--- config.mk ---
export PLATFORM = sky130hd
export DESIGN_NAME = pit_timer
export DESIGN_NICKNAME = d
export VERILOG_FILES = /design/src/pit_pkg.sv /design/src/pit_timer.sv
export SDC_FILE = /design/constraint.sdc
export NUM_CORES = 1
export LEC_CHECK = 0
export ABC_AREA = 0
export BUFFER_PORTS_ARGS = -buffer_cell sky130_fd_sc_hd__buf_4
export CAP_MARGIN = 15
export CORE_MARGIN = 1.5
export CORE_UTILIZATION = 40
export DETAILED_ROUTE_END_ITERATION = 10
export PLACE_DENSITY = 0.66
export SYNTH_ARGS = -nofsm -noshare
export SYNTH_HDL_FRONTEND = slang
export SYNTH_SLANG_ARGS = --single-unit
--- constraint.sdc ---
create_clock -name mclk -period 4 [get_ports mclk]
set_clock_uncertainty 0.15 [all_clocks]
set_input_delay 0.8 -clock mclk [delete_from_list [all_inputs] [get_ports mclk]]
set_output_delay 0.8 -clock mclk [all_outputs]
set_load 0.05 [all_outputs]
--- src/pit_pkg.sv ---
package pit_pkg;

  // ==========================================================================
  // Register port map (byte addresses).
  localparam logic [3:0] OFS_CNT0 = 4'h0;
  localparam logic [3:0] OFS_CNT1 = 4'h4;
  localparam logic [3:0] OFS_CNT2 = 4'h8;
  localparam logic [3:0] OFS_CTRL = 4'hc;

  // ==========================================================================
  // Control byte fields.
  localparam int SEL_LSB  = 6;
  localparam int ACC_LSB  = 4;
  localparam int MODE_LSB = 1;
  localparam int BCD_BIT  = 0;

  localparam logic [1:0] SEL_ILLEGAL = 2'h3;
  localparam logic [1:0] ACC_LATCH   = 2'h0;
  localparam logic [1:0] ACC_LOW     = 2'h1;
  localparam logic [1:0] ACC_HIGH    = 2'h2;
  localparam logic [1:0] ACC_BOTH    = 2'h3;

  localparam int          NUM_CNT    = 3;
  localparam int          CNT_W      = 16;
  localparam logic [15:0] CNT_RESET  = 16'h0000;
  localparam logic [15:0] CNT_ONE    = 16'h0001;
  localparam logic [15:0] CNT_TWO    = 16'h0002;
  localparam logic [15:0] CNT_THREE  = 16'h0003;
  localparam logic [7:0]  BYTE_ZERO  = 8'h00;
  localparam logic [3:0]  BCD_NINE   = 4'h9;
  localparam logic [3:0]  BCD_ZERO   = 4'h0;

  // ==========================================================================
  // Types.
  typedef enum logic [2:0] {
    MODE_INT_TC,
    MODE_ONE_SHOT,
    MODE_RATE,
    MODE_SQUARE,
    MODE_SW_STROBE,
    MODE_HW_STROBE
  } pit_mode_t;

  typedef struct packed {
    pit_mode_t  mode;
    logic [1:0] access;
    logic       bcd;
  } pit_cfg_t;

  localparam pit_cfg_t CFG_RESET = '{mode: MODE_INT_TC, access: ACC_LATCH, bcd: 1'b0};

endpackage

--- src/pit_timer.sv ---
`timescale 1ns/1ps

// Operation
// RL1: Three independent 16-bit counters, each with its own mode from its control word.
// RL2: Each count access follows the last control byte written to that counter.
// RL3: Counter data ports at the first three locations, control at the fourth.
// RL4: Control bits 7:6 pick the counter; code 11 selects nothing.
// RL5: Control bits 5:4 pick latch, low byte, high byte, or low then high.
// RL6: Control bits 3:1 pick mode; bit 3 ignored for modes two and three.
// RL7: Control bit 0 picks 16-bit binary or four-decade BCD counting.
// RL8: Mode zero output low while counting, high at terminal count until reload.
// RL9: Mode zero first byte of a new count halts; second byte restarts.
// RL10: Mode one output low after gate rise, high at terminal count.
// RL11: Mode one retriggers a full low count on every gate rise.
// RL12: Mode one count reads never disturb the pulse in progress.
// RL13: Mode two divides by N, one clock low; reload affects next period.
// RL14: Mode two low gate forces output high; gate rise restarts count.
// RL15: Mode two output stays high until a count is loaded.
// RL16: Mode three square wave, decrement by two, toggle and reload at end.
// RL17: Mode three odd count: high (N+1)/2, low (N-1)/2 clocks.
// RL18: In modes two and three the host pulses gate after a new count.
// RL19: Mode four high after set, counts after load, one clock low strobe.
// RL20: Mode four reload taken next clock; gate low suspends counting.
// RL21: Mode five counts after gate rise, strobes low once, retriggerable.
// RL22: Latch command freezes the count into a holding register for reads.
module pit_timer
(
  // Clock and reset
  input  wire logic       mclk,
  input  wire logic       reset_n,
  // Register port
  input  wire logic [3:0] reg_addr,
  input  wire logic       reg_wr,
  input  wire logic       reg_rd,
  input  wire logic [7:0] reg_wdata,
  output logic      [7:0] reg_rdata,
  // Counter pins
  input  wire logic [2:0] cnt_clk,
  input  wire logic [2:0] cnt_gate,
  output logic      [2:0] cnt_out
);

  // ==========================================================================
  // Helpers.
  function automatic pit_pkg::pit_mode_t decode_mode(input logic [2:0] m);
    pit_pkg::pit_mode_t r;
    r = pit_pkg::MODE_INT_TC;
    if (m[1:0] == 2'h2)
    begin
      r = pit_pkg::MODE_RATE;
    end
    else if (m[1:0] == 2'h3)
    begin
      r = pit_pkg::MODE_SQUARE;
    end
    else if (m == 3'h1)
    begin
      r = pit_pkg::MODE_ONE_SHOT;
    end
    else if (m == 3'h4)
    begin
      r = pit_pkg::MODE_SW_STROBE;
    end
    else if (m == 3'h5)
    begin
      r = pit_pkg::MODE_HW_STROBE;
    end
    return r;
  endfunction

  // Decrement by one in binary or in four BCD decades.
  function automatic logic [15:0] dec1(input logic [15:0] v, input logic bcd);
    logic [15:0] r;
    logic        borrow;
    r = v - pit_pkg::CNT_ONE;
    borrow = 1'b1;
    if (bcd)
    begin
      r = v;
      for (int k = 0; k < 4; k++)
      begin
        if (borrow)
        begin
          if (r[4*k +: 4] == pit_pkg::BCD_ZERO)
          begin
            r[4*k +: 4] = pit_pkg::BCD_NINE;
          end
          else
          begin
            r[4*k +: 4] = r[4*k +: 4] - 4'h1;
            borrow = 1'b0;
          end
        end
      end
    end
    return r;
  endfunction

  // ==========================================================================
  // Address decode.
  wire logic [1:0] ctl_sel  = reg_wdata[pit_pkg::SEL_LSB +: 2];
  wire logic       ctl_wr   = reg_wr && (reg_addr == pit_pkg::OFS_CTRL);
  wire logic [2:0] data_hit;
  assign data_hit[0] = (reg_addr == pit_pkg::OFS_CNT0); // RL3
  assign data_hit[1] = (reg_addr == pit_pkg::OFS_CNT1); // RL3
  assign data_hit[2] = (reg_addr == pit_pkg::OFS_CNT2); // RL3

  logic [7:0] rd_byte [pit_pkg::NUM_CNT];
  wire  logic [7:0] rd_sel = data_hit[0] ? rd_byte[0] :
                             data_hit[1] ? rd_byte[1] :
                             data_hit[2] ? rd_byte[2] : pit_pkg::BYTE_ZERO;

  always_ff @(posedge mclk or negedge reset_n)
  begin
    if (!reset_n)
      reg_rdata <= pit_pkg::BYTE_ZERO;
    else if (reg_rd)
      reg_rdata <= rd_sel;
  end

  // ==========================================================================
  // Counters.
  genvar gi;
  generate
    for (gi = 0; gi < pit_pkg::NUM_CNT; gi++)
    begin : g_cnt
      logic [2:0]        csync_q;
      logic [2:0]        gsync_q;
      logic              clk_lvl_q;
      logic              gate_lvl_q;
      logic              gtrig_q;
      pit_pkg::pit_cfg_t cfg_q;
      logic [15:0]       count_q;
      logic [15:0]       reload_q;
      logic [15:0]       latch_q;
      logic              latched_q;
      logic              wptr_q;
      logic              rptr_q;
      logic              armed_q;
      logic              new_q;
      logic              run_q;
      logic              out_q;
      logic              odd_q;

      // Pins are filtered: a level counts once the second and third stages agree.
      wire logic stable_c  = (csync_q[1] == csync_q[2]);
      wire logic stable_g  = (gsync_q[1] == gsync_q[2]);
      wire logic clk_fall  = clk_lvl_q && stable_c && !csync_q[2];
      wire logic gate_rise = !gate_lvl_q && stable_g && gsync_q[2];
      wire logic trig      = gtrig_q || gate_rise;
      wire logic gate_now  = stable_g ? gsync_q[2] : gate_lvl_q;

      wire logic ctl_hit   = ctl_wr && (ctl_sel == 2'(gi)) && (ctl_sel != pit_pkg::SEL_ILLEGAL); // RL4
      wire logic ctl_latch = ctl_hit && (reg_wdata[pit_pkg::ACC_LSB +: 2] == pit_pkg::ACC_LATCH);
      wire logic dat_wr    = reg_wr && data_hit[gi];
      wire logic dat_rd    = reg_rd && data_hit[gi];
      wire logic both      = (cfg_q.access == pit_pkg::ACC_BOTH);
      wire logic load_done = dat_wr && (!both || wptr_q);
      wire logic [15:0] src   = latched_q ? latch_q : count_q;
      wire logic        hi_rd = (cfg_q.access == pit_pkg::ACC_HIGH) || (both && rptr_q);

      // Steps of one, two and three for the square wave.
      wire logic [15:0] d1 = dec1(count_q, cfg_q.bcd); // RL7
      wire logic [15:0] d2 = dec1(d1, cfg_q.bcd);
      wire logic [15:0] d3 = dec1(d2, cfg_q.bcd);
      wire logic [15:0] sq_step = !odd_q ? pit_pkg::CNT_TWO : (out_q ? pit_pkg::CNT_ONE : pit_pkg::CNT_THREE); // RL17
      wire logic [15:0] sq_next = !odd_q ? d2 : (out_q ? d1 : d3);
      wire logic        sq_end  = (count_q != pit_pkg::CNT_RESET) && (count_q <= sq_step);

      assign rd_byte[gi] = hi_rd ? src[15:8] : src[7:0]; // RL2
      assign cnt_out[gi] = out_q;

      always_ff @(posedge mclk or negedge reset_n)
      begin
        if (!reset_n)
        begin
          csync_q    <= 3'h0;
          gsync_q    <= 3'h0;
          clk_lvl_q  <= 1'b0;
          gate_lvl_q <= 1'b0;
          gtrig_q    <= 1'b0;
        end
        else
        begin
          csync_q <= {csync_q[1:0], cnt_clk[gi]};
          gsync_q <= {gsync_q[1:0], cnt_gate[gi]};
          if (stable_c)
            clk_lvl_q <= csync_q[2];
          if (stable_g)
            gate_lvl_q <= gsync_q[2];
          // A rise is held until a counter clock edge consumes it; a control write drops a stale one.
          if (clk_fall || ctl_hit)
            gtrig_q <= 1'b0;
          else if (gate_rise)
            gtrig_q <= 1'b1;
        end
      end

      always_ff @(posedge mclk or negedge reset_n)
      begin
        if (!reset_n)
        begin
          cfg_q     <= pit_pkg::CFG_RESET;
          count_q   <= pit_pkg::CNT_RESET;
          reload_q  <= pit_pkg::CNT_RESET;
          latch_q   <= pit_pkg::CNT_RESET;
          latched_q <= 1'b0;
          wptr_q    <= 1'b0;
          rptr_q    <= 1'b0;
          armed_q   <= 1'b0;
          new_q     <= 1'b0;
          run_q     <= 1'b0;
          out_q     <= 1'b1;
          odd_q     <= 1'b0;
        end
        else if (ctl_latch)
        begin
          latch_q   <= count_q; // RL22
          latched_q <= 1'b1;
        end
        else if (ctl_hit)
        begin
          cfg_q.mode   <= decode_mode(reg_wdata[pit_pkg::MODE_LSB +: 3]); // RL1 RL6
          cfg_q.access <= reg_wdata[pit_pkg::ACC_LSB +: 2]; // RL5
          cfg_q.bcd    <= reg_wdata[pit_pkg::BCD_BIT]; // RL7
          out_q        <= (decode_mode(reg_wdata[pit_pkg::MODE_LSB +: 3]) != pit_pkg::MODE_INT_TC); // RL8 RL15 RL19
          wptr_q       <= 1'b0;
          rptr_q       <= 1'b0;
          latched_q    <= 1'b0;
          armed_q      <= 1'b0;
          new_q        <= 1'b0;
          run_q        <= 1'b0;
        end
        else
        begin
          if (dat_rd)
          begin
            // Reads only move the byte pointer and release the latch after the last byte; counting is untouched.
            rptr_q <= both && !rptr_q; // RL12
            if (!both || rptr_q)
              latched_q <= 1'b0; // RL22
          end
          if (dat_wr)
          begin
            wptr_q <= both && !wptr_q; // RL5
            if (cfg_q.access == pit_pkg::ACC_HIGH)
              reload_q <= {reg_wdata, pit_pkg::BYTE_ZERO};
            else if (both && wptr_q)
              reload_q[15:8] <= reg_wdata;
            else
              reload_q <= {pit_pkg::BYTE_ZERO, reg_wdata};
            if (cfg_q.mode == pit_pkg::MODE_INT_TC)
            begin
              if (!load_done)
                run_q <= 1'b0; // RL9
              out_q <= 1'b0; // RL8
            end
          end
          if (load_done)
          begin
            armed_q <= 1'b1;
            // Rate and square modes keep the period in flight once running.
            if (!(run_q && (cfg_q.mode == pit_pkg::MODE_RATE || cfg_q.mode == pit_pkg::MODE_SQUARE))) // RL13
              new_q <= 1'b1;
          end
          else if (clk_fall)
          begin
            case (cfg_q.mode)
              pit_pkg::MODE_INT_TC:
              begin
                if (new_q)
                begin
                  count_q <= reload_q; // RL9
                  new_q   <= 1'b0;
                  run_q   <= 1'b1;
                end
                else if (run_q && gate_now)
                begin
                  count_q <= d1; // RL8
                  if (count_q == pit_pkg::CNT_ONE)
                    out_q <= 1'b1; // RL8
                end
              end
              pit_pkg::MODE_ONE_SHOT:
              begin
                if (trig && armed_q)
                begin
                  count_q <= reload_q; // RL10 RL11
                  out_q   <= 1'b0; // RL10
                  new_q   <= 1'b0;
                end
                else
                begin
                  count_q <= d1;
                  if (count_q == pit_pkg::CNT_ONE)
                    out_q <= 1'b1; // RL10
                end
              end
              pit_pkg::MODE_RATE:
              begin
                if (!gate_now)
                  out_q <= 1'b1; // RL14
                else if (armed_q && (new_q || trig))
                begin
                  count_q <= reload_q; // RL14 RL15
                  new_q   <= 1'b0;
                  run_q   <= 1'b1;
                  out_q   <= 1'b1;
                end
                else if (run_q)
                begin
                  out_q <= (count_q != pit_pkg::CNT_TWO); // RL13
                  count_q <= (count_q == pit_pkg::CNT_ONE) ? reload_q : d1; // RL13
                end
              end
              pit_pkg::MODE_SQUARE:
              begin
                if (!gate_now)
                  out_q <= 1'b1;
                else if (armed_q && (new_q || trig))
                begin
                  count_q <= reload_q;
                  odd_q   <= reload_q[0];
                  new_q   <= 1'b0;
                  run_q   <= 1'b1;
                  out_q   <= 1'b1;
                end
                else if (run_q)
                begin
                  if (sq_end)
                  begin
                    out_q   <= !out_q; // RL16
                    count_q <= reload_q; // RL16
                    odd_q   <= reload_q[0]; // RL17
                  end
                  else
                  begin
                    count_q <= sq_next; // RL16 RL17
                    odd_q   <= 1'b0;
                  end
                end
              end
              default:
              begin
                // Both strobe modes: mode four starts on load, mode five on a gate rise.
                out_q <= 1'b1;
                if (cfg_q.mode == pit_pkg::MODE_HW_STROBE ? (trig && armed_q) : new_q)
                begin
                  count_q <= reload_q; // RL20 RL21
                  new_q   <= 1'b0;
                  run_q   <= 1'b1;
                end
                else if (run_q && (gate_now || cfg_q.mode == pit_pkg::MODE_HW_STROBE)) // RL20
                begin
                  count_q <= d1;
                  if (count_q == pit_pkg::CNT_ONE)
                  begin
                    out_q <= 1'b0; // RL19 RL21
                    run_q <= 1'b0;
                  end
                end
              end
            endcase
          end
        end
      end
    end
  endgenerate

endmodule

## Word-level counts from Yosys, hierarchy flattened

Cells that the tools add are included.

- Add/sub/neg operators: 45
- Magnitude comparators: 3
- Reductions and logical operators: 214
- Muxes and demuxes: 404
- Bitwise logic cells: 9
- Equal/unequal tests: 71

Operator list:

| kind | number |
|---|---|
| 2-to-1 mux 16 bit | 60 |
| 2-to-1 mux 4 bit | 63 |
| 2-to-1 mux 1 bit | 240 |
| case mux 16 bit (4 select lines) | 3 |
| logical NOT 4 bit | 37 |
| subtractor 16 x 1 -> 16 bit, second input constant | 9 |
| subtractor 4 x 1 -> 4 bit, second input constant | 36 |
| 2-to-1 mux 8 bit | 12 |
| logical AND 1 bit | 61 |
| == test 16 x 1 -> 1 bit, second input constant | 3 |
| less-or-equal comparator 16 x 2 -> 1 bit | 3 |
| != test 16 x 2 -> 1 bit, second input constant | 3 |
| nonzero test 16 bit | 3 |
| AND reduction 7 bit | 6 |
| nonzero test 3 bit | 12 |
| nonzero test 6 bit | 6 |
| 2-to-1 mux 3 bit | 11 |
| AND reduction 10 bit | 3 |
| AND reduction 2 bit | 15 |
| nonzero test 2 bit | 15 |
| != test 3 x 2 -> 1 bit, second input constant | 9 |
| logical OR 1 bit | 24 |
| != test 4 x 1 -> 1 bit, second input constant | 6 |
| != test 2 bit, second input constant | 10 |
| other kinds (20) | 96 |

- Word-level logic and storage cells: 807
- Bits in registers: 221
- Bits of input ports: 22

## Logic depth before layout (Yosys ltp)

- Word-level depth: 34
- Mapped depth: 22
- Depth with buffers taken out: 19

## Worst setup path after synthesis

OpenSTA, ideal clock, no wires.

- Kind: register -> register
- From: register g_cnt[0].count_q[0]
- To: register g_cnt[0].count_q[14]
- Clock period less this slack: 4.413 ns
- Path buffers: 3
- Setup slack: -0.413 ns
- Arrival: 4.143 ns
- Stages on the path, launching flop included: 20
- Library setup time: 0.121 ns
- Cell sequence: dfrtp_1 -> buf_2 -> clkbuf_1 -> inv_1 -> ha_1 -> nor3b_1 -> nand3_1 -> mux2_2 -> clkbuf_1 -> or4_1 -> nor4_1 -> nand2_1 -> o211ai_1 -> ha_1 -> inv_1 -> nor3_1 -> nand4_1 -> mux2i_1 -> a31oi_1 -> nor2_1

- Cells in the longest elaborated chain, start to end: 24
- Elaborated cells on any way between the ends: 76
- Those cells by class: add/sub (9); order compare (1); eq/ne (1); mux (54); reduce/logical (11)

RTL lines:

| item | RTL line | text |
|---|---|---|
| from (decl) | pit_timer.sv:133 | `logic [15:0] count_q;` |
| from (signal assigned) | pit_timer.sv:204 | `count_q <= pit_pkg::CNT_RESET;` |
| from (signal assigned) | pit_timer.sv:273 | `count_q <= reload_q;` |
| from (signal assigned) | pit_timer.sv:288 | `count_q <= reload_q;` |
| branches (longest 23 deep; another with subtractor 16 x 1 -> 16 bit) | -- |  |
| case mux 16 bit (4 select lines) * | pit_timer.sv:268 | `case (cfg_q.mode)` |

Every way passes the cells marked *. The select of a mux whose other input is x is not followed.
A chain may end at the register's enable or synchronous reset.

## Worst setup path in the final report

- From: register g_cnt[1].count_q[1]
- To: register g_cnt[1].count_q[12]

- Cells in the longest elaborated chain, start to end: 24
- Elaborated cells on any way between the ends: 76
- Those cells by class: add/sub (9); order compare (1); eq/ne (1); mux (54); reduce/logical (11)

RTL lines:

| item | RTL line |
|---|---|
| from (decl) | pit_timer.sv:133 |
| from (signal assigned) | pit_timer.sv:204 |
| from (signal assigned) | pit_timer.sv:273 |
| from (signal assigned) | pit_timer.sv:288 |
| branches (longest 23 deep; another with subtractor 16 x 1 -> 16 bit) | -- |
| case mux 16 bit (4 select lines) * | pit_timer.sv:268 |

Marks and branches as above.

==> impl_metrics.toml <==
[detailed_routing]
drt-met1-wl_um = 29600
wl_met2_um = 30700
viasPerCell = 6.40
highest_layer = "met4"
routed_wire_length_um = 68700
drt_pass1_iterations = 7
route.antenna.remaining_nets = 0
drt-wirelength-per-cell_um = 22.6
remaining_design_rule_violation_count = 0
met3_wirelength_um = 5480
via_count = 19500
dr.first_iter.drc_count = 2064

[cells_and_area]
final-instance-count-excl-fill = 3040
layout.cell_area.non_filler_um2 = 22200
finalNetCount = 2474
nFillCells = 4349
drive_gt1_frac = 0.239
layout-area-overhead-vs-synth_pct = 21.2

[floorplan]
num_io_pins = 33
initial_core_utilization = 0.405
die-height_um = 217
placement_rows = 78
core_region_area_um2 = 45300
floorplan.die_area_um2 = 47200
dieWidth_um = 217

[grt]
grt_pass1_wl_um = 107000
antenna_violations_before_repair = 0
number_of_global_route_vias_before_repair = 18500
grt_remaining_overflow = 0
maximum_number_of_pins_on_one_net_before_global_route_repair = 82
grtUsageTotal = 0.283

[synthesis]
synthDistinctLibCells = 105
yosysWarningCount = 0
syn-instance-count = 2252
synth_edf_count = 0
sequential_element_share_of_the_synthesized_area = 0.302
ys_async_sr_fraction = 1.00
mappedNetlistNets = 2301
post_synth.cell_area_avg_um2 = 8.15
synth-main-ff-cell = "dfrtp_1"
syn_area_um2 = 18400
ys_seq_elements = 221

[critical_path]
crit_fanout = 4
worst_setup_path_end_kind = "register"
reg2reg_depth = 19
crit_chain = "inv_2 -> ha_4 -> or3b_4 -> nor4_4 -> a22oi_2 -> o21ai_2 -> inv_2 -> ha_4 -> and2_4 -> a21oi_2 -> mux2i_1 -> a211oi_2 -> inv_1 -> ha_4 -> nand2_4 -> nor2_2 -> or4_4 -> a31oi_1 -> o21ai_1"
regToRegEndpoint = "g_cnt[1].count_q[12]"
setup.worst_path.start_class = "register"
critical_path.startpoint = "g_cnt[1].count_q[1]"
setup.worst_path.class = "register to register"
crit-reg2reg-launch = "g_cnt[1].count_q[1]"
critPathArrivalTime_ns = 4.26
worst_ep_required_time_ns = 4.27
crit_path_max_incr_delay_ns = 0.51
timing.reg2reg.setup_slack_ns = 0.01
critical-path-slowest-cell = "or4_4"
crit_top_cell = "ha_4"

[clock_tree]
tritoncts_num_sinks = 221
htreeDepth = 1
cts-buffers-inserted = 27
clk_path_buf_depth = 3
holdBufCountCts = 0
worstSkewPairLatency_ns = 0.57
clock-root-buffer = "clkbuf_16"
path_clk_slew_ns = 0.07
cts_tree = "yes"

[sta]
final_hold_viol_count = 0
maxClockFrequency_mhz = 251
setup_repair_after_global_routing_missed_its_margin = "yes"
worst_slew_margin_rel = 0.354
fin_crit_sh = 0.997
period_minus_slack_ns = 3.99
layout_setup_ws_ns = 0.0107
timing.final.setup_violations = 0
drv_slew = 0
finalHoldWorstSlack_ns = 0.0665
worst-slew-pin-transition_ns = 0.950

[run]
maxCapViolCount = 0

[power_and_ir_drop]
intPower_uw = 8230
power_frac_seq = 0.206
power-per-cell-area_nw_per_um2 = 711
net-switching-power_uw = 7580
power_frac_comb = 0.635
p_leak_uw = 0.00907
vdd_drop_max_v = 0.000340
switching_share = 0.479
p_clk_frac = 0.159

[worst_hold_path]
hp-class = "input pin to asynchronous set/reset pin"

[place]
setup_slack_at_placement_ns = -0.0122
place.gp.congestion = 0.964
dpl-instance-area_um2 = 20800
detailedPlacementHpwl_um = 51000
count_of_input_and_output_buffers = 32
dp_cells = 2972

[status]
outcome = "completed"
layout make-up:
class | instances | area [um2] | share of cell area
tap | 600 | 751 | 0.0338
clock buffer | 35 | 746 | 0.0335
inverter | 80 | 305 | 0.0137
clock inverter | 8 | 129 | 0.00580
antenna | 1 | 2.50 | 0.000113
timing repair buffer | 313 | 2410 | 0.108
sequential | 221 | 5540 | 0.249
multi-input combinational | 1782 | 12400 | 0.556
critical path, delay by kind of cell (launching register included):
kind,cells,cell delay (ns)
compound gates,6,0.96
buf+inv,3,0.29
mux,1,0.10
flops,1,0.38
fa+ha+maj,3,0.50
simple gates,6,1.47
sequential cells by signal, indices dropped and copies added, names as in the netlist:
register and flops:
g_cnt.count_q 48, g_cnt.gtrig_q 3, g_cnt.cfg_q 18, g_cnt.csync_q 9, g_cnt.out_q 3, g_cnt.gate_lvl_q 3, g_cnt.odd_q 3, g_cnt.run_q 3
g_cnt.clk_lvl_q 3, g_cnt.wptr_q 3, g_cnt.rptr_q 3, g_cnt.new_q 3, g_cnt.latch_q 48, reg_rdata 8, g_cnt.reload_q 48, g_cnt.armed_q 3
g_cnt.gsync_q 9, g_cnt.latched_q 3
stage by stage:
stage | setup TNS, ns | total power [uW] | util
floorplan | -0.0227 | 9170 | -
global placement | 0 | 12400 | 0.459
detailed placement | -0.0180 | 12600 | 0.459
CTS | 0 | 15100 | 0.479
global route | -0.258 | 16700 | 0.491
finish | 0 | 15800 | 0.491
kinds of logic after synthesis:
family	count (synthesis)	synth area share
compound gates	726	0.272
xor+xnor	65	0.0310
fa+ha+maj	33	0.0217
buf+inv	249	0.0534
flops	221	0.302
mux	135	0.0949
simple gates	823	0.225
how the worst max path moves through the flow:
stage / endpoint / cells after the start
3_5_place_dp: g_cnt[1].count_q[12] / 19
3_3_place_gp: g_cnt[1].count_q[12] / 19
4_1_cts: g_cnt[2].count_q[15] / 14
2_1_floorplan: g_cnt[0].count_q[14] / 20
6_report: g_cnt[1].count_q[12] / 19
5_1_grt: g_cnt[1].count_q[12] / 19
power by group through the flow:
stage	registers [uW]	logic [uW]	clock network, uW
4_1_cts	3210	9380	2550
3_3_place_gp	3230	9190	0
5_1_grt	3300	10800	2630
6_report	3250	10000	2510
2_1_floorplan	3010	6160	0
3_5_place_dp	3250	9310	0
layout by cell type (no fill, tap or decap), types with 18 or more instances in the layout:
master and count:
clkbuf_16 27, o211ai_1 47, a21oi_1 123, dfrtp_1 215
nand4_1 27, o22ai_1 22, nor4_1 21, a31oi_1 35
ha_1 21, mux2_2 68, mux4_2 24, o21a_1 19
nand3_1 67, and2_1 21, inv_1 73, o21ai_0 150
mux2i_1 38, and3_1 18, buf_4 308, o21ai_1 22
nand2b_1 19, a22o_1 33, nand2_1 263, nor2_1 176
xnor2_1 48, a221oi_1 28, nor3_1 57, nor2b_1 18
layer usage:
layer / up-vias / GRT usage
met2: 951 / 0.440
li1: 8843 / -
met4: 0 / 0.114
met1: 9492 / 0.394
met3: 169 / 0.0430
met5: - / 0
cells in the mapped netlist (12+ instances only):
master	number	area, um2
and2_1	23	144
dfrtp_1	218	5460
o2111ai_1	13	114
a31oi_1	36	225
o211ai_1	47	353
mux2i_1	41	410
o31ai_1	16	120
nor4_1	27	169
a21oi_1	129	646
nor2_1	180	676
nand2_1	265	995
nand3_1	70	350
o21ai_0	151	756
xnor2_1	52	455
inv_1	78	293
clkbuf_1	142	533
a22o_1	33	289
a221oi_1	30	263
nor3_1	59	295
ha_1	27	338
o22ai_1	22	138
nand4_1	27	169
o21a_1	19	143
mux2_2	68	766
nor2b_1	20	125
buf_2	12	60.1
o21ai_1	24	120
or3_1	18	113
and3_1	21	131
or4_1	18	135
a211oi_1	22	165
nand2b_1	19	119
a21o_1	12	90.1
a311oi_1	14	123
a22oi_1	17	128
mux4_2	24	541
xor2_1	13	114
what timing repair did:
action                     in CTS  in global routing
setup endpoints to repair       2                 26
cloned                          0                  0
gates resized for setup         3                 77
pin swaps                       0                 29
setup buffers                   0                 24
Note: power is estimated with default switching activity, not from simulation.
